===== config.mk =====
export PLATFORM = sky130hd
export DESIGN_NAME = sir_regs
export DESIGN_NICKNAME = d
export VERILOG_FILES = /design/src/hdl/sir_regs.v
export VERILOG_INCLUDE_DIRS = /design/src /design/src/hdl
export SDC_FILE = /design/constraint.sdc
export NUM_CORES = 1
export LEC_CHECK = 0
export BUFFER_PORTS_ARGS = -buffer_cell sky130_fd_sc_hd__buf_2
export CORE_ASPECT_RATIO = 0.5
export CORE_UTILIZATION = 55
export CTS_CLUSTER_DIAMETER = 150
export DETAILED_ROUTE_END_ITERATION = 7
export GPL_TIMING_DRIVEN = 0
export MAX_ROUTING_LAYER = met4
export PLACE_DENSITY = 0.8
export SLEW_MARGIN = 20
export SYNTH_ARGS = -nofsm -noshare
export SYNTH_HDL_FRONTEND = slang
export SYNTH_SLANG_ARGS = --single-unit

===== constraint.sdc =====
create_clock -name i_clk -period 2.7 [get_ports i_clk]
set_clock_uncertainty 0.2 [all_clocks]
set_input_delay 0.135 -clock i_clk [delete_from_list [all_inputs] [get_ports i_clk]]
set_output_delay 0.135 -clock i_clk [all_outputs]
set_load 0.01 [all_outputs]

===== src/hdl/sir_defines.vh =====
`ifndef SIR_DEFINES_VH
`define SIR_DEFINES_VH

// ----------------------------------------
// register map (byte addresses on a 4-bit port)
// ----------------------------------------
`define SIR_ADDR_TARGET_ID 4'h4
`define SIR_ADDR_INTR 4'h5
`define SIR_ADDR_TMO 4'h5
`define SIR_ADDR_SEQ 4'h6
`define SIR_ADDR_PERIOD 4'h6

// ----------------------------------------
// interrupt cause bit positions
// ----------------------------------------
`define SIR_BIT_BUS_RESET 7
`define SIR_BIT_BAD_CMD 6
`define SIR_BIT_DROPPED 5
`define SIR_BIT_SERVICE 4
`define SIR_BIT_DONE 3
`define SIR_BIT_PICKED_AS_INITIATOR_FLAG 2
`define SIR_BIT_SEL_ATN 1
`define SIR_BIT_SEL 0

// ----------------------------------------
// sequence progress fields
// ----------------------------------------
`define SIR_SEQ_OFS_BIT 3
`define SIR_SEQ_RST 3'h0

// ----------------------------------------
// reset values and encodings
// ----------------------------------------
`define SIR_INTR_RST 8'h00
`define SIR_PERIOD_RST 5'h05
`define SIR_PERIOD_DIRECT_MIN 5'h04
`define SIR_PERIOD_WRAP 6'h20
`define SIR_CCF_ZERO_AS 4'h8

// ----------------------------------------
// timing
// ----------------------------------------
`define SIR_CLK_HZ 25000000
`define SIR_TMO_UNIT 8192
`define SIR_TMO_HOST_MS 250

`endif


===== src/hdl/sir_regs.v =====
// ----------------------------------------
// Overview of operation
// - low three target-id bits encode bus id; code 7 drives bit pattern 80h.
// - target id untouched by every reset; unknown until first host write.
// - cause read while interrupt asserted clears cause, status and sequence step.
// - cause register zeroed by hard reset or chip reset, kept on bus reset.
// - bus-reset-seen flag set on bus reset unless reporting is disabled.
// - bad-command flag set, with interrupt, on reserved or wrong-mode command.
// - link-dropped flag set on disconnect, selection time-out or target leaving bus.
// - service-request flag set on attention as target or phase request as initiator.
// - function-done flag set when target command or initiator step completes.
// - picked-as-initiator flag set when another device reselects us.
// - selected as target sets bit 1 with attention, bit 0 without.
// - selection wait ends after count times 8192 times conversion factor clocks.
// - conversion factor zero counts as eight.
// - time-out neither starts nor runs before arbitration is won.
// - time-out count untouched by every reset; unknown after power-up.
// - progress counter zeroed at sequenced command start, stepped at set points.
// - progress cleared on hard reset, soft reset and pending cause read.
// - progress bit 3 reads low when offset counter is at maximum.
// - sync edges spaced N clocks; field 0..3 means 32..35, else N.
// - sync period loads five on hard or chip reset, kept on bus reset.
// - interrupt output and summary bit drop on hard reset, chip reset, cause read.
// ----------------------------------------
`timescale 1ns/1ps
`default_nettype none
`include "sir_defines.vh"

module sir_regs #(
  parameter [16:0] TMO_UNIT = `SIR_TMO_UNIT
) (
  input wire i_clk,               // 25 MHz system clock
  input wire i_arst_n,            // async hard reset, active low
  input wire i_ce,                // clock enable, freezes all state
  input wire [3:0] i_addr,        // register address
  input wire [7:0] i_wdata,       // write data
  input wire i_wr,                // write strobe
  input wire i_rd,                // read strobe
  output reg [7:0] o_rdata,       // read data, cycle after strobe
  input wire i_chip_reset,        // chip reset command pulse
  input wire i_bus_reset_pin,     // bus reset line, asynchronous
  input wire i_rst_report_dis,    // reset reporting disable bit
  input wire i_bad_cmd,           // reserved or wrong-mode command
  input wire i_link_dropped,      // disconnect event
  input wire i_service_req,       // attention or phase request
  input wire i_function_done,     // command or step complete
  input wire i_reselected,        // reselected by another device
  input wire i_selected_atn,      // selected, attention asserted
  input wire i_selected,          // selected, attention false
  input wire i_seq_zero,          // sequenced command start
  input wire i_seq_step,          // sequence point reached
  input wire i_offset_at_max,     // sync offset counter at maximum
  input wire [2:0] i_clk_conv,    // clock conversion factor field
  input wire i_sel_wait,          // waiting for selection response
  input wire i_arb_won,           // arbitration won
  input wire i_sync_active,       // synchronous transfer running
  output reg o_irq_n,             // interrupt output, active low
  output reg o_int_pending,       // interrupt summary status bit
  output reg o_status_clear,      // pulse: clear status register
  output reg [2:0] o_target_id,   // encoded target bus id
  output reg [7:0] o_target_bus,  // target id as bus data bit
  output reg o_sel_timeout,       // pulse: selection time-out
  output reg [5:0] o_period_clks, // clocks per sync byte
  output reg o_sync_edge          // pulse: next req/ack lead edge
);

  // ----------------------------------------
  // bus reset synchroniser
  // ----------------------------------------
  reg bus_rst_meta_r;
  reg bus_rst_r;

  // two flops; only the second is looked at
  always @(posedge i_clk or negedge i_arst_n) begin
    if (!i_arst_n) begin
      bus_rst_meta_r <= 1'b0;
      bus_rst_r <= 1'b0;
    end else if (i_ce) begin
      bus_rst_meta_r <= i_bus_reset_pin;
      bus_rst_r <= bus_rst_meta_r;
    end
  end

  // ----------------------------------------
  // address decode
  // ----------------------------------------
  wire wr_tid = i_wr & (i_addr == `SIR_ADDR_TARGET_ID);
  wire wr_tmo = i_wr & (i_addr == `SIR_ADDR_TMO);
  wire wr_per = i_wr & (i_addr == `SIR_ADDR_PERIOD);
  wire rd_intr = i_rd & (i_addr == `SIR_ADDR_INTR);
  wire rd_seq = i_rd & (i_addr == `SIR_ADDR_SEQ);

  // a read only clears while the interrupt is really asserted
  wire intr_clr = rd_intr & o_int_pending;

  // ----------------------------------------
  // target id and time-out count
  // ----------------------------------------
  reg [7:0] tmo_count_r;

  // no reset at all: these survive every reset kind
  always @(posedge i_clk) begin
    if (i_ce) begin
      if (wr_tid) begin
        o_target_id <= i_wdata[2:0];
        o_target_bus <= 8'h01 << i_wdata[2:0];
      end
      if (wr_tmo) begin
        tmo_count_r <= i_wdata;
      end
    end
  end

  // ----------------------------------------
  // selection time-out
  // ----------------------------------------
  // prescaler spans unit times factor clocks, then one count goes
  wire [3:0] ccf = (i_clk_conv == 3'h0) ? `SIR_CCF_ZERO_AS : {1'b0, i_clk_conv};
  wire [20:0] pre_lim = TMO_UNIT * ccf;
  wire tmo_run = i_sel_wait & i_arb_won;

  reg [20:0] pre_r;
  reg [7:0] left_r;
  reg tmo_arm_r;
  reg [20:0] pre_nxt;
  reg [7:0] left_nxt;
  reg tmo_arm_nxt;
  reg tmo_fire;

  // a count of zero expires at the first prescale wrap
  always @* begin
    pre_nxt = pre_r;
    left_nxt = left_r;
    tmo_arm_nxt = tmo_arm_r;
    tmo_fire = 1'b0;
    if (!tmo_run) begin
      tmo_arm_nxt = 1'b0;
      pre_nxt = 21'h000000;
      left_nxt = 8'h00;
    end else if (!tmo_arm_r) begin
      tmo_arm_nxt = 1'b1;
      pre_nxt = 21'h000001;
      left_nxt = tmo_count_r;
    end else if (pre_r >= pre_lim) begin
      pre_nxt = 21'h000001;
      if (left_r <= 8'h01) begin
        tmo_fire = 1'b1;
        tmo_arm_nxt = 1'b0;
        left_nxt = 8'h00;
      end else begin
        left_nxt = left_r - 8'h01;
      end
    end else begin
      pre_nxt = pre_r + 21'h000001;
    end
  end

  // the wait restarts only after the sequencer drops it
  reg tmo_done_r;

  always @(posedge i_clk or negedge i_arst_n) begin
    if (!i_arst_n) begin
      pre_r <= 21'h000000;
      left_r <= 8'h00;
      tmo_arm_r <= 1'b0;
      tmo_done_r <= 1'b0;
      o_sel_timeout <= 1'b0;
    end else if (i_ce) begin
      if (i_chip_reset) begin
        pre_r <= 21'h000000;
        left_r <= 8'h00;
        tmo_arm_r <= 1'b0;
        tmo_done_r <= 1'b0;
        o_sel_timeout <= 1'b0;
      end else begin
        pre_r <= pre_nxt;
        left_r <= left_nxt;
        tmo_arm_r <= tmo_arm_nxt & ~tmo_done_r & ~tmo_fire;
        tmo_done_r <= tmo_run & (tmo_done_r | tmo_fire);
        o_sel_timeout <= tmo_fire & ~tmo_done_r;
      end
    end
  end

  wire tmo_evt = tmo_fire & ~tmo_done_r;

  // ----------------------------------------
  // interrupt cause
  // ----------------------------------------
  reg [7:0] intr_r;
  reg [7:0] set_v;
  reg [7:0] intr_nxt;

  // new events win over a clearing read in the same cycle
  always @* begin
    set_v = 8'h00;
    set_v[`SIR_BIT_BUS_RESET] = bus_rst_r & ~i_rst_report_dis;
    set_v[`SIR_BIT_BAD_CMD] = i_bad_cmd;
    set_v[`SIR_BIT_DROPPED] = i_link_dropped | tmo_evt;
    set_v[`SIR_BIT_SERVICE] = i_service_req;
    set_v[`SIR_BIT_DONE] = i_function_done;
    set_v[`SIR_BIT_PICKED_AS_INITIATOR_FLAG] = i_reselected;
    set_v[`SIR_BIT_SEL_ATN] = i_selected_atn;
    set_v[`SIR_BIT_SEL] = i_selected;
    intr_nxt = (intr_clr ? `SIR_INTR_RST : intr_r) | set_v;
  end

  // bus reset is not a reset for this register
  always @(posedge i_clk or negedge i_arst_n) begin
    if (!i_arst_n) begin
      intr_r <= `SIR_INTR_RST;
      o_int_pending <= 1'b0;
      o_irq_n <= 1'b1;
      o_status_clear <= 1'b0;
    end else if (i_ce) begin
      if (i_chip_reset) begin
        intr_r <= `SIR_INTR_RST;
        o_int_pending <= 1'b0;
        o_irq_n <= 1'b1;
        o_status_clear <= 1'b0;
      end else begin
        intr_r <= intr_nxt;
        o_int_pending <= |intr_nxt;
        o_irq_n <= ~(|intr_nxt);
        o_status_clear <= intr_clr;
      end
    end
  end

  // ----------------------------------------
  // sequence progress
  // ----------------------------------------
  reg [2:0] seq_r;
  reg [2:0] seq_nxt;

  // a step landing on the clearing read still counts
  always @* begin
    seq_nxt = seq_r;
    if (intr_clr) begin
      seq_nxt = `SIR_SEQ_RST;
    end
    if (i_seq_zero) begin
      seq_nxt = `SIR_SEQ_RST;
    end
    if (i_seq_step) begin
      seq_nxt = seq_nxt + 3'h1;
    end
  end

  always @(posedge i_clk or negedge i_arst_n) begin
    if (!i_arst_n) begin
      seq_r <= `SIR_SEQ_RST;
    end else if (i_ce) begin
      if (i_chip_reset) begin
        seq_r <= `SIR_SEQ_RST;
      end else begin
        seq_r <= seq_nxt;
      end
    end
  end

  // ----------------------------------------
  // synchronous period
  // ----------------------------------------
  reg [4:0] period_r;
  reg [5:0] sync_cnt_r;

  // codes below four wrap to the long end of the range
  wire [5:0] period_n = (period_r < `SIR_PERIOD_DIRECT_MIN) ?
    (`SIR_PERIOD_WRAP + {1'b0, period_r}) : {1'b0, period_r};

  always @(posedge i_clk or negedge i_arst_n) begin
    if (!i_arst_n) begin
      period_r <= `SIR_PERIOD_RST;
    end else if (i_ce) begin
      if (i_chip_reset) begin
        period_r <= `SIR_PERIOD_RST;
      end else if (wr_per) begin
        period_r <= i_wdata[4:0];
      end
    end
  end

  // first edge at once, then one every period_n clocks
  always @(posedge i_clk or negedge i_arst_n) begin
    if (!i_arst_n) begin
      sync_cnt_r <= 6'h00;
      o_sync_edge <= 1'b0;
      o_period_clks <= 6'h00;
    end else if (i_ce) begin
      o_period_clks <= period_n;
      if (!i_sync_active || i_chip_reset) begin
        sync_cnt_r <= 6'h00;
        o_sync_edge <= 1'b0;
      end else if (sync_cnt_r == 6'h00) begin
        sync_cnt_r <= period_n - 6'h01;
        o_sync_edge <= 1'b1;
      end else begin
        sync_cnt_r <= sync_cnt_r - 6'h01;
        o_sync_edge <= 1'b0;
      end
    end
  end

  // ----------------------------------------
  // read port
  // ----------------------------------------
  // unmapped and write-only addresses read as zero
  always @(posedge i_clk or negedge i_arst_n) begin
    if (!i_arst_n) begin
      o_rdata <= 8'h00;
    end else if (i_ce) begin
      if (rd_intr) begin
        o_rdata <= intr_r;
      end else if (rd_seq) begin
        o_rdata <= {4'h0, ~i_offset_at_max, seq_r};
      end else begin
        o_rdata <= 8'h00;
      end
    end
  end

endmodule

`default_nettype wire


# [Word level (Yosys, flattened, before mapping)]
# Cells that the tools add are included.
[totals] regBits=93 input_bits=36 output_inout_bits=30 wordCells=103
[op_classes] add_sub_neg=6 magnitude_cmp=3 n_eq_ne=4 n_shift=1 n_mux=39 bitwise_logic=20 n_reduce_logical=10
[op_table] cell="two-way mux 21 bit" count=4
[op_table] cell="two-way mux 8 bit" count=8
[op_table] cell="adder 21 x 1 -> 21 bit (second input constant)" count=1
[op_table] cell="greater-or-equal comparator 21 x 17 -> 1 bit" count=1
[op_table] cell="two-way mux 6 bit" count=3
[op_table] cell="two-way mux 1 bit" count=16
[op_table] cell="bitwise AND 1 bit" count=12
[op_table] cell="equality test 4 x 3 -> 1 bit (second input constant)" count=3
[op_table] cell="two-way mux 3 bit" count=4
[op_table] cell="subtractor 6 x 1 -> 6 bit (second input constant)" count=2
[op_table] cell="two-way mux 5 bit" count=2
[op_table] cell="<= comparator 8 x 1 -> 1 bit (second input constant)" count=1
[op_table] cell="two-way mux 4 bit" count=2
[op_table] cell="bitwise OR 8 bit" count=1
[op_table] cell="AND reduction 2 bit" count=4
[op_table] cell="OR reduction 8 bit" count=1
[op_table] cell="<< shifter 1 x 3 -> 8 bit (first input constant)" count=1
[op_table] cell="subtractor 8 x 1 -> 8 bit (second input constant)" count=1
[op_table] cell="adder 6 x 5 -> 6 bit (first input constant)" count=1
[op_table] cell="zero test 6 bit" count=1
[op_table] cell="< comparator 5 x 3 -> 1 bit (second input constant)" count=1
[op_table] cell="inverter 1 bit" count=5
[op_table] cell="!= test 4 x 3 -> 1 bit (second input constant)" count=1
[op_table] cell="adder 3 x 1 -> 3 bit (second input constant)" count=1
[op_table] cell="5 further kinds" count=6

# [Longest topological paths before layout]
# Gate-level depths: netlist (run 1).
[depth] word_depth=12 mapped_depth=9 ltp_nobuf=8

# [Worst setup path after synthesis (run 1)]
# No wires, ideal clock.
[synth_timing] kind="input to register" startpoint="input port i_clk_conv[2]" endpoint="register pre_r[0]" setup_time_ns=0.124 t_arrival_ns=2.121 slack_ns=0.255 stages=8 cell_sequence="or3_1 ha_1 a211o_1 nor4_2 and3_1 clkbuf_1 a21oi_1 a211o_1"
[synth_via] elab_chain_cells=7
[synth_lines] item="from (decl)" line="sir_regs.v:53" rtl="input wire [2:0] i_clk_conv,"
[synth_lines] item="zero test 3 bit" line="sir_regs.v:118" rtl="wire [3:0] ccf = (i_clk_conv == 3'h0) ? `SIR_CCF_ZERO_AS : {1'b0, i_clk_conv};"
[synth_lines] item="two-way mux 4 bit *" line="sir_regs.v:118"
[synth_lines] item="greater-or-equal comparator 21 x 17 -> 1 bit *" line="sir_regs.v:144" rtl="end else if (pre_r >= pre_lim) begin"
[synth_lines] item="two-way mux 21 bit *" line="sir_regs.v:144"
[synth_lines] item="two-way mux 21 bit *" line="sir_regs.v:140" rtl="end else if (!tmo_arm_r) begin"
[synth_lines] item="two-way mux 21 bit *" line="sir_regs.v:136" rtl="if (!tmo_run) begin"
[synth_lines] item="two-way mux 21 bit *" line="sir_regs.v:169" rtl="if (i_chip_reset) begin"
[synth_lines] item="to (signal assigned)" line="sir_regs.v:176" rtl="pre_r <= pre_nxt;"
[synth_lines] item="to (decl)" line="sir_regs.v:122" rtl="reg [20:0] pre_r;"
# Every way passes the cells marked *; elsewhere a longest branch is shown, timed or not.
# A chain may end at the register's enable or synchronous reset.

# [Final worst setup path (run 1)]
[layout_timing] startpoint="register pre_r[15]" endpoint="register o_irq_n"
[layout_via] elab_chain_cells=10
[layout_lines] item="greater-or-equal comparator 21 x 17 -> 1 bit" line="sir_regs.v:144"
[layout_lines] item="two-way mux 1 bit" line="sir_regs.v:144"
[layout_lines] item="two-way mux 1 bit" line="sir_regs.v:140"
[layout_lines] item="two-way mux 1 bit" line="sir_regs.v:136"
[layout_lines] item="bitwise AND 1 bit" line="sir_regs.v:185" rtl="wire tmo_evt = tmo_fire & ~tmo_done_r;"
[layout_lines] item="bitwise OR 1 bit" line="sir_regs.v:199" rtl="set_v[`SIR_BIT_DROPPED] = i_link_dropped | tmo_evt;"
[layout_lines] item="bitwise OR 8 bit" line="sir_regs.v:205" rtl="intr_nxt = (intr_clr ? `SIR_INTR_RST : intr_r) | set_v;"
[layout_lines] item="OR reduction 8 bit" line="sir_regs.v:224" rtl="o_irq_n <= ~(|intr_nxt);"
[layout_lines] item="inverter 1 bit" line="sir_regs.v:224"
[layout_lines] item="two-way mux 1 bit" line="sir_regs.v:216" rtl="if (i_chip_reset) begin"
[layout_lines] item="to (signal assigned)" line="sir_regs.v:224"
[layout_lines] item="to (decl)" line="sir_regs.v:57" rtl="output reg o_irq_n,"
# Every way passes these cells.

==> results of run 1 <==
placed cells by master, fill, tap and decap left out, types with 10 or more instances in the layout:
master,netlist,routed
dfrtp_1,71,71
buf_2,4,68
nor2_1,43,43
nand2_1,26,26
dlygate4sd3_1,0,23
o2bb2ai_1,21,21
inv_1,19,19
edfxtp_1,19,19
nand3_1,14,14
xor2_1,13,13
clkbuf_1,12,11
xnor2_1,10,10
nor3_1,11,10
ha_1,10,10
worst paths after layout:
kind / slack (ns) / from / cells past startpoint / to
max in group asynchronous: 1.68 / i_arst_n / 3 / o_irq_n
hold / removal: 0.008 / i_arst_n / 2 / pre_r[9]
hold reg to reg: 0.29 / o_rdata[7] / 1 / o_rdata[7]
min in group i_clk: 0.03 / i_link_dropped / 4 / o_int_pending
setup / recovery: 0.15 / pre_r[15] / 6 / o_irq_n
setup reg to reg: 0.15 / pre_r[15] / 6 / o_irq_n
flip-flops by register name (all words and copies together), names as in the netlist:
| name | count |
|---|---|
| tmo_done_r | 1 |
| o_irq_n | 1 |
| o_sync_edge | 1 |
| tmo_count_r | 8 |
| bus_rst_meta_r | 1 |
| left_r | 8 |
| intr_r | 8 |
| o_target_bus | 8 |
| period_r | 5 |
| sync_cnt_r | 6 |
| o_int_pending | 1 |
| tmo_arm_r | 1 |
| o_period_clks | 6 |
| o_status_clear | 1 |
| o_sel_timeout | 1 |
| o_target_id | 3 |
| pre_r | 21 |
| bus_rst_r | 1 |
| seq_r | 3 |
| o_rdata | 8 |
cells by family (layout without fill, tap and decap cells):
family          after synthesis  after routing  synth area share (%)
compound gates               91             91                  15.5
xor+xnor                     23             23                  4.43
buf+inv                      38            142                  3.24
flops                        93             93                  53.3
mux                          12             12                  2.86
fa+ha+maj                    10             10                  2.75
simple gates                154            154                  17.9
power groups by stage:
stage | sequential [mW] | combinational, mW | clock (mW)
floorplan | 1.60 | 0.411 | 0
global placement | 1.60 | 0.561 | 0
detailed placement | 1.60 | 0.587 | 0
CTS | 1.58 | 0.613 | 1.23
global route | 1.59 | 0.688 | 1.28
finish | 1.58 | 0.626 | 1.21
repair_timing:
action,in CTS,in global routing
hold buffers,23,0
setup endpoints to repair,21,29
hold endpoints to repair,98,0
resized for setup,0,4
critical path: stages, from the launching register on:
cell      delay, ns
dfrtp_1        0.42
ha_1           0.31
nor4bb_1       0.34
nand4_1        0.25
and3_1         0.30
o41a_1         0.50
o211a_1        0.16
through the flow:
stage               power, mW  hold WS [ns]  utilization [%]  cell area [um2]
floorplan                2.01        -0.361                -             4550
global placement         2.16         0.113             62.7             5020
detailed placement       2.19        -0.160             63.2             5050
CTS                      3.42        0.0162             69.6             5570
global route             3.56        0.0163             69.9             5590
finish                   3.42       0.00776             69.9             5590
final cells by class:
class / instances / area, um2 / area share [%]
Timing Repair Buffer: 89 / 586 / 10.5
Multi-Input combinational cell: 290 / 2010 / 36.0
Sequential cell: 93 / 2430 / 43.4
Inverter: 20 / 75.1 / 1.34
Buffer: 17 / 68.8 / 1.23
Clock buffer: 9 / 225 / 4.03
Tap cell: 112 / 140 / 2.51
Clock inverter: 7 / 57.6 / 1.03
layer usage:
layer	GRT usage [%]	wire length [um]	vias to the layer above
met5	-	0	-
met4	6.75	89	0
met3	6.07	417	9
met2	39.6	4790	91
met1	33.8	4830	1813
li1	-	-	1761
==> impl_metrics.csv, run 1 <==
group,metric,value,unit
route,drt_pre_antenna_iters,6,
global_route,grt_pass1_wl,16.1,mm
yosys,yosysSeqAreaShare,53.3,%
power,sequentialPowerShare,46.3,%
floorplan,die_height,66.3,um
route,wl_per_cell,15.9,um
worst_hold_path,hold_path.class,"input pin to async pin",
status,status,"complete, no violations",
clocking,numCtsBuffers,9,
sta,period_share,94.3,%
finish,fillers,607,
yosys,synth_edf_count,19,
clocking,clock-sinks,93,
floorplan,fp.coreArea,8000,um2
finish,nNetsFinal,566,
sta,fmax,393,MHz
sta,setup_tns,0,ns
power,pwr-share-comb,18.3,%
yosys,synth-main-ff-cell,"dfrtp_1",
placed_design,preCtsSetupSlack,-0.243,ns
floorplan,fp.dieW,131,um
sta,tightest_slew,0.843,ns
yosys,synth.area.top_cells,"dfrtp_1 39%, edfxtp_1 13%, o2bb2ai_1 4.0%",
floorplan,rows,23,
yosys,synth.top_cells.by_count,"71 x dfrtp_1, 43 x nor2_1, 26 x nand2_1",
floorplan,pin_count,66,
clocking,cts_tree,"yes",
yosys,avgSynthCellArea,10.8,um2
run,maxCapViolCount,0,
route,drc,0,
finish,instances_no_fill,637,
route,drtAntennaViolNets,0,
route,drt_wl_total,10.1,mm
clocking,post-cts-setup-buffers,0,
global_route,overflow,0,
finish,antenna_cells,0,
global_route,grt_max_degree,56,
sta,hold_violations,0,
global_route,antenna_found_initial,0,
floorplan,die_area,8670,um2
route,vias_per_cell,5.77,
clocking,clkTransAtPathRegs,0.07,ns
setup_path,end_kind,"register",
floorplan,start_util,56.9,%
clocking,htree_levels,3,
placed_design,placed_cells,599,
finish,synthToLayoutAreaGrowth,22.9,%
route,drt_iter0_drc,249,
global_route,grt_pass1_vias,3292,
setup_path,worst_ep_required_time,2.78,ns
yosys,yosysTopAreaCell,"dfrtp_1",
yosys,ys_types,58,
power,intPower,2.43,mW
yosys,synth.top_cell.area_share,39.0,%
yosys,ys.warnings.count,0,
yosys,synthArstFlopShare,79.6,%
global_route,grt_usage,25.5,%
sta,slew_violations,0,
route,vias,3674,
setup_path,crit_type,"register to register",
sta,min_period,2.55,ns
placed_design,gp_congestion,0.885,
power,p_per_area,612,nW/um2
sta,finalSetupViolCount,0,
setup_path,cp_max_fo,6,
placed_design,detailed_place_hpwl,7.05,mm
clocking,cts-root-buf,"clkbuf_16",
clocking,clock_latency,0.35,ns
yosys,syn_inst,421,
power,p_leak,2.46,nW
setup_path,arrival,2.63,ns
placed_design,port_buffers,65,
sta,timing.slew.headroom,43.5,%
yosys,syn-cell-area,4550,um2
yosys,syn_nets,467,
power,p_clk_share,35.4,%
power,switching_power,0.991,mW
sta,layout_setup_ws,0.153,ns
power,p_sw_share,29.0,%
yosys,yosys_register_bits,93,
setup_path,cp-start-kind,"register",
finish,drive_gt1_share,20.4,%
clocking,cts_buffer_depth,2,
power,vdd_drop_max,0.346,mV
yosys,synth_most_common_cell,"dfrtp_1",
sta,rsz0062_at_grt,"false",
No activity file was read; power rests on OpenSTA's default activity.
==> run 2: changes to the inputs <==
- CORE_UTILIZATION: 55 -> 50
- PLACE_DENSITY: 0.8 -> 0.74
- RECOVER_POWER: unset -> 25
==> run 2 against run 1 <==
First-iteration DRC count grew 11%. Global-route usage shrank 0.83 points. Final cell count grew 0.63%. Die area grew 9.8%. Total power shrank 0.16%. Maximum frequency shrank 0.48%. Clock-buffer cell count grew 1. Via count grew 0.22%. Sequential power is essentially flat. Critical path depth grew 3. Combinational power is essentially flat. Largest cell class unchanged. Highest routed layer unchanged.
==> impl_metrics.csv, run 2 (same netlist as run 1, synthesis figures left out) <==
group,metric,value,unit
route,drc,0,
power,vdd_drop_max,0.344,mV
floorplan,fp.coreArea,8770,um2
floorplan,fp.dieW,137,um
floorplan,die_height,69.5,um
sta,timing.slew.headroom,32.0,%
placed_design,dpl-instance-area,5060,um2
sta,tightest_slew,1.02,ns
finish,multi_input_area,2010,um2
placed_design,placed_cells,604,
floorplan,pin_count,66,
global_route,grt_max_degree,57,
sta,fmax,391,MHz
sta,hold_violations,0,
finish,antenna_cells,0,
power,p_total,3.42,mW
setup_path,path_buf_inv,1,
clocking,post-cts-setup-buffers,0,
global_route,grt_usage,24.7,%
sta,hold_ws,0.0456,ns
clocking,cts-root-buf,"clkbuf_16",
status,status,"complete, no violations",
global_route,overflow,0,
finish,mostFrequentLayoutCells,"71 x dfrtp_1, 63 x buf_2, 43 x nor2_1, 26 x nand2_1, 22 x dlygate4sd3_1",
clocking,clock_latency,0.34,ns
power,p_leak,2.43,nW
global_route,grt_pass1_wl,17.4,mm
sta,finalSetupViolCount,0,
setup_path,slowest_delay,0.42,ns
clocking,clock-sinks,93,
clocking,numCtsBuffers,9,
route,drt_pre_antenna_iters,4,
sta,setup_tns,0,ns
setup_path,cp_top_family,"simple AND/OR/NAND/NOR gates",
finish,nNetsFinal,565,
finish,instances_no_fill,641,
route,vias,3682,
floorplan,rows,24,
route,drtAntennaViolNets,0,
route,drt_wl_total,10.4,mm
finish,fillers,716,
placed_design,gp_congestion,0.886,
setup_path,cp_cell_sequence,"or3_1, nor4_2, buf_2, a21oi_1, ha_1, nand2b_1, a211oi_1, mux2i_1, a22o_1",
placed_design,port_buffers,65,
sta,period_share,94.8,%
setup_path,worst_ep_required_time,2.73,ns
finish,seqCellArea,2430,um2
route,wl_per_cell,16.2,um
sta,slew_violations,0,
clocking,clkTransAtPathRegs,0.07,ns
worst_hold_path,hold_path.class,"input pin to register",
setup_path,crit_type,"register to register",
global_route,antenna_found_initial,0,
setup_path,arrival,2.59,ns
sta,layout_setup_ws,0.141,ns
global_route,grt_pass1_vias,3566,
placed_design,preCtsSetupSlack,-0.203,ns
finish,fin_util,63.4,%
placed_design,detailed_place_hpwl,7.12,mm
finish,final_common_cell,"dfrtp_1",
setup_path,cpMaxStageDelayCell,"or3_1",
setup_path,cp_max_fo,10,
finish,largest_reg_flops,21,
clocking,cts_tree,"yes",
finish,synthToLayoutAreaGrowth,22.2,%
run,maxCapViolCount,0,
finish,stdcell_area,5560,um2
clocking,htree_levels,3,
floorplan,start_util,51.9,%
route,vias_per_cell,5.74,
floorplan,die_area,9510,um2
sta,rsz0062_at_grt,"false",
finish,regMostFlops,"pre_r",
route,drt_iter0_drc,276,
setup_path,cp-start-kind,"register",
setup_path,end_kind,"register",
sta,min_period,2.56,ns
finish,drive_gt1_share,19.3,%
power,p_per_area,614,nW/um2
clocking,cts_buffer_depth,2,
## run 2: changes by cell type in the layout (fill, tap and decap cells not counted)
cell / delta
clkbuf_1: +6
inv_6: -1
buf_4: -1
dlygate4sd3_1: -1
clkbuf_8: +1
inv_8: -1
buf_2: -5
clkinv_4: +1
clkbuf_4: +1
buf_16: -1
## run 2: worst reg2reg max path: stages, from the launching register on
cell,delay (ns)
dfrtp_1,0.39
or3_1,0.42
nor4_2,0.24
buf_2,0.27
a21oi_1,0.11
ha_1,0.22
nand2b_1,0.12
a211oi_1,0.08
mux2i_1,0.15
a22o_1,0.24
## run 2: cell type report
| class | count | area share (%) |
|---|---|---|
| Sequential cell | 93 | 43.6 |
| Buffer | 17 | 1.24 |
| Clock inverter | 6 | 0.832 |
| Clock buffer | 10 | 4.30 |
| Inverter | 20 | 1.35 |
| Multi-Input combinational cell | 290 | 36.2 |
| Tap cell | 117 | 2.63 |
| Timing Repair Buffer | 88 | 9.81 |
## run 2: what timing repair did
| action | in CTS | in global routing |
|---|---|---|
| endpoints found under the hold margin | 98 | 0 |
| hold buffers | 22 | 0 |
| setup endpoints to repair | 7 | 10 |
| resized for setup | 2 | 2 |
## run 2: routing by layer
metal	track usage, %	up-vias	routed length (um)
met1	33.6	1809	4940
met4	7.57	0	182
met2	36.6	104	4760
li1	-	1750	-
met3	5.99	19	493
met5	-	-	0
## run 2: worst paths after layout
check	slack, ns	startpoint	depth (start not counted)	to
min reg2reg	0.28	o_rdata[7]	1	o_rdata[7]
max reg2reg	0.14	sync_cnt_r[1]	9	sync_cnt_r[4]
max	0.14	sync_cnt_r[1]	9	sync_cnt_r[4]
min	0.05	i_link_dropped	4	o_int_pending
max in group asynchronous	0.59	i_arst_n	3	o_period_clks[3]
min in group asynchronous	0.29	i_arst_n	2	pre_r[10]
## run 2: power by group
group | internal, mW | switching, mW | leakage [nW]
sequential | 1.51 | 0.0758 | 1.14
clock | 0.656 | 0.550 | 0.135
combinational | 0.274 | 0.349 | 1.16
==> run 3: changes to the inputs <==
- CORE_UTILIZATION: 50 -> 54
- PLACE_DENSITY: 0.74 -> 0.79
==> run 3 against run 2 <==
Sequential share of layout area fell by 0.48 points. Clock-buffer cell count rose by 1. Combinational power fell by 1%. Total power rose by 5.1%. Wire length rose by 0.89%. Sequential cell count did not move. Final cell count fell by 0.62%. Largest power group unchanged. Highest routed layer unchanged. Register-to-register slack got worse by 0.04 ns. Maximum frequency fell by 1.4%.
==> impl_metrics.csv, run 3 (same netlist as run 1, synthesis figures left out) <==
group,metric,value,unit
sta,period_share,96.1,%
route,drt_pre_antenna_iters,5,
route,drc,0,
global_route,grt_usage,25.4,%
placed_design,gp_congestion,0.880,
sta,hold_violations,0,
finish,nNetsFinal,566,
floorplan,start_util,56.3,%
global_route,grt_pass1_wl,16.6,mm
finish,mostFrequentLayoutCells,"71 x dfrtp_1, 63 x buf_2, 43 x nor2_1, 26 x nand2_1, 22 x dlygate4sd3_1",
floorplan,rows,23,
floorplan,fp.dieW,132,um
placed_design,detailed_place_hpwl,7.03,mm
finish,final_common_cell,"dfrtp_1",
finish,instances_no_fill,637,
setup_path,end_kind,"register",
route,vias_per_cell,5.81,
setup_path,arrival,2.62,ns
route,wl_per_cell,16.4,um
setup_path,crit_top_cell,"a211o_1",
setup_path,slowest_delay,0.41,ns
finish,fillers,570,
finish,regMostFlops,"pre_r",
route,drt_wl_total,10.5,mm
status,status,"complete, no violations",
worst_hold_path,hold_depth,2,
setup_path,worst_ep_required_time,2.72,ns
sta,rsz0062_at_grt,"false",
floorplan,fp.coreArea,8090,um2
clocking,htree_levels,3,
clocking,clock-sinks,93,
sta,finalSetupViolCount,0,
floorplan,die_height,66.9,um
setup_path,cp_max_fo,6,
power,p_per_area,638,nW/um2
finish,antenna_cells,0,
route,drtAntennaViolNets,0,
sta,timing.slew.headroom,34.7,%
clocking,clkTransAtPathRegs,0.06,ns
power,vdd_drop_max,0.342,mV
global_route,antenna_found_initial,0,
finish,drive_gt1_share,19.4,%
floorplan,die_area,8820,um2
clocking,cts_tree,"yes",
setup_path,crit_type,"register to register",
finish,fin_util,69.5,%
clocking,numCtsBuffers,9,
power,p_leak,2.46,nW
clocking,cts-root-buf,"clkbuf_16",
clocking,clock_latency,0.34,ns
sta,slew_violations,0,
setup_path,cp-start-kind,"register",
global_route,grt_max_degree,57,
placed_design,placed_cells,599,
sta,tightest_slew,0.980,ns
placed_design,port_buffers,65,
setup_path,cpMaxStageDelayCell,"dfrtp_1",
floorplan,pin_count,66,
sta,min_period,2.60,ns
finish,largest_reg_flops,21,
route,vias,3700,
global_route,grt_pass1_vias,3431,
finish,synthToLayoutAreaGrowth,23.5,%
run,maxCapViolCount,0,
global_route,overflow,0,
route,drt_iter0_drc,249,
setup_path,reg2reg_depth,6,
clocking,cts_buffer_depth,2,
setup_path,cp_cell_sequence,"ha_1, a211o_1, nor4_4, and3_1, a21oi_2, a211o_1",
sta,fmax,385,MHz
worst_hold_path,hold_path.class,"input pin to register",
-- run 3: report_power, final --
| group | internal, mW | total (mW) | switching (mW) |
|---|---|---|---|
| Combinational | 0.275 | 0.615 | 0.340 |
| Clock | 0.863 | 1.39 | 0.525 |
| Sequential | 1.51 | 1.59 | 0.0754 |
| Total | 2.65 | 3.59 | 0.941 |
-- run 3: layout make-up --
cell class / instances / area, um2 / share of cell area (%)
Timing Repair Buffer: 89 / 553 / 9.84
Sequential cell: 93 / 2430 / 43.1
Inverter: 20 / 75.1 / 1.34
Buffer: 17 / 68.8 / 1.22
Tap cell: 112 / 140 / 2.49
Clock buffer: 11 / 253 / 4.49
Multi-Input combinational cell: 290 / 2030 / 36.0
Clock inverter: 5 / 81.3 / 1.45
-- run 3: metrics by stage --
step / setup TNS (ns) / area (um2) / worst slack, ns / hold WS (ns) / power, mW
global placement: -3.86 / 5020 / -0.210 / 0.113 / 2.17
global route: 0 / 5620 / 0.0353 / 0.0450 / 3.75
CTS: 0 / 5630 / 0.0122 / 0.0143 / 3.60
floorplan: 0 / 4550 / 0.255 / -0.361 / 2.01
detailed placement: -5.57 / 5050 / -0.262 / -0.162 / 2.18
finish: 0 / 5620 / 0.105 / 0.0377 / 3.59
-- run 3: worst paths after layout --
path                       slack, ns  startpoint              to
hold reg to reg                 0.29  o_rdata[6]      o_rdata[6]
min in group asynchronous       0.27    i_arst_n       pre_r[10]
hold / removal                  0.04   i_addr[1]  tmo_count_r[3]
setup / recovery                0.10   pre_r[16]        pre_r[0]
max in group asynchronous       0.62    i_arst_n       intr_r[3]
setup reg to reg                0.10   pre_r[16]        pre_r[0]
-- run 3: repair_timing --
item                                    CTS  global route
gates resized for setup                   3             2
buffers inserted                          0             1
pin swaps                                 0             1
hold buffers                             22             0
hold endpoints to repair                 98             0
endpoints found under the setup margin   25             7
-- run 3: metal layers --
| metal | GRT usage, % | wire [um] | vias up |
|---|---|---|---|
| met5 | - | 0 | - |
| met4 | 9.16 | 187 | 0 |
| met3 | 6.39 | 560 | 20 |
| met2 | 40.8 | 5020 | 122 |
| met1 | 31.7 | 4700 | 1811 |
| li1 | - | - | 1747 |
-- run 3: worst max-delay path: cells and delay by family (launching register included) --
kind / cells / cell delay, ns
AND/OR/NAND/NOR: 2 / 0.70
flip-flops: 1 / 0.41
adder cells (fa/ha/maj): 1 / 0.34
AO/OA/AOI/OAI: 3 / 0.83
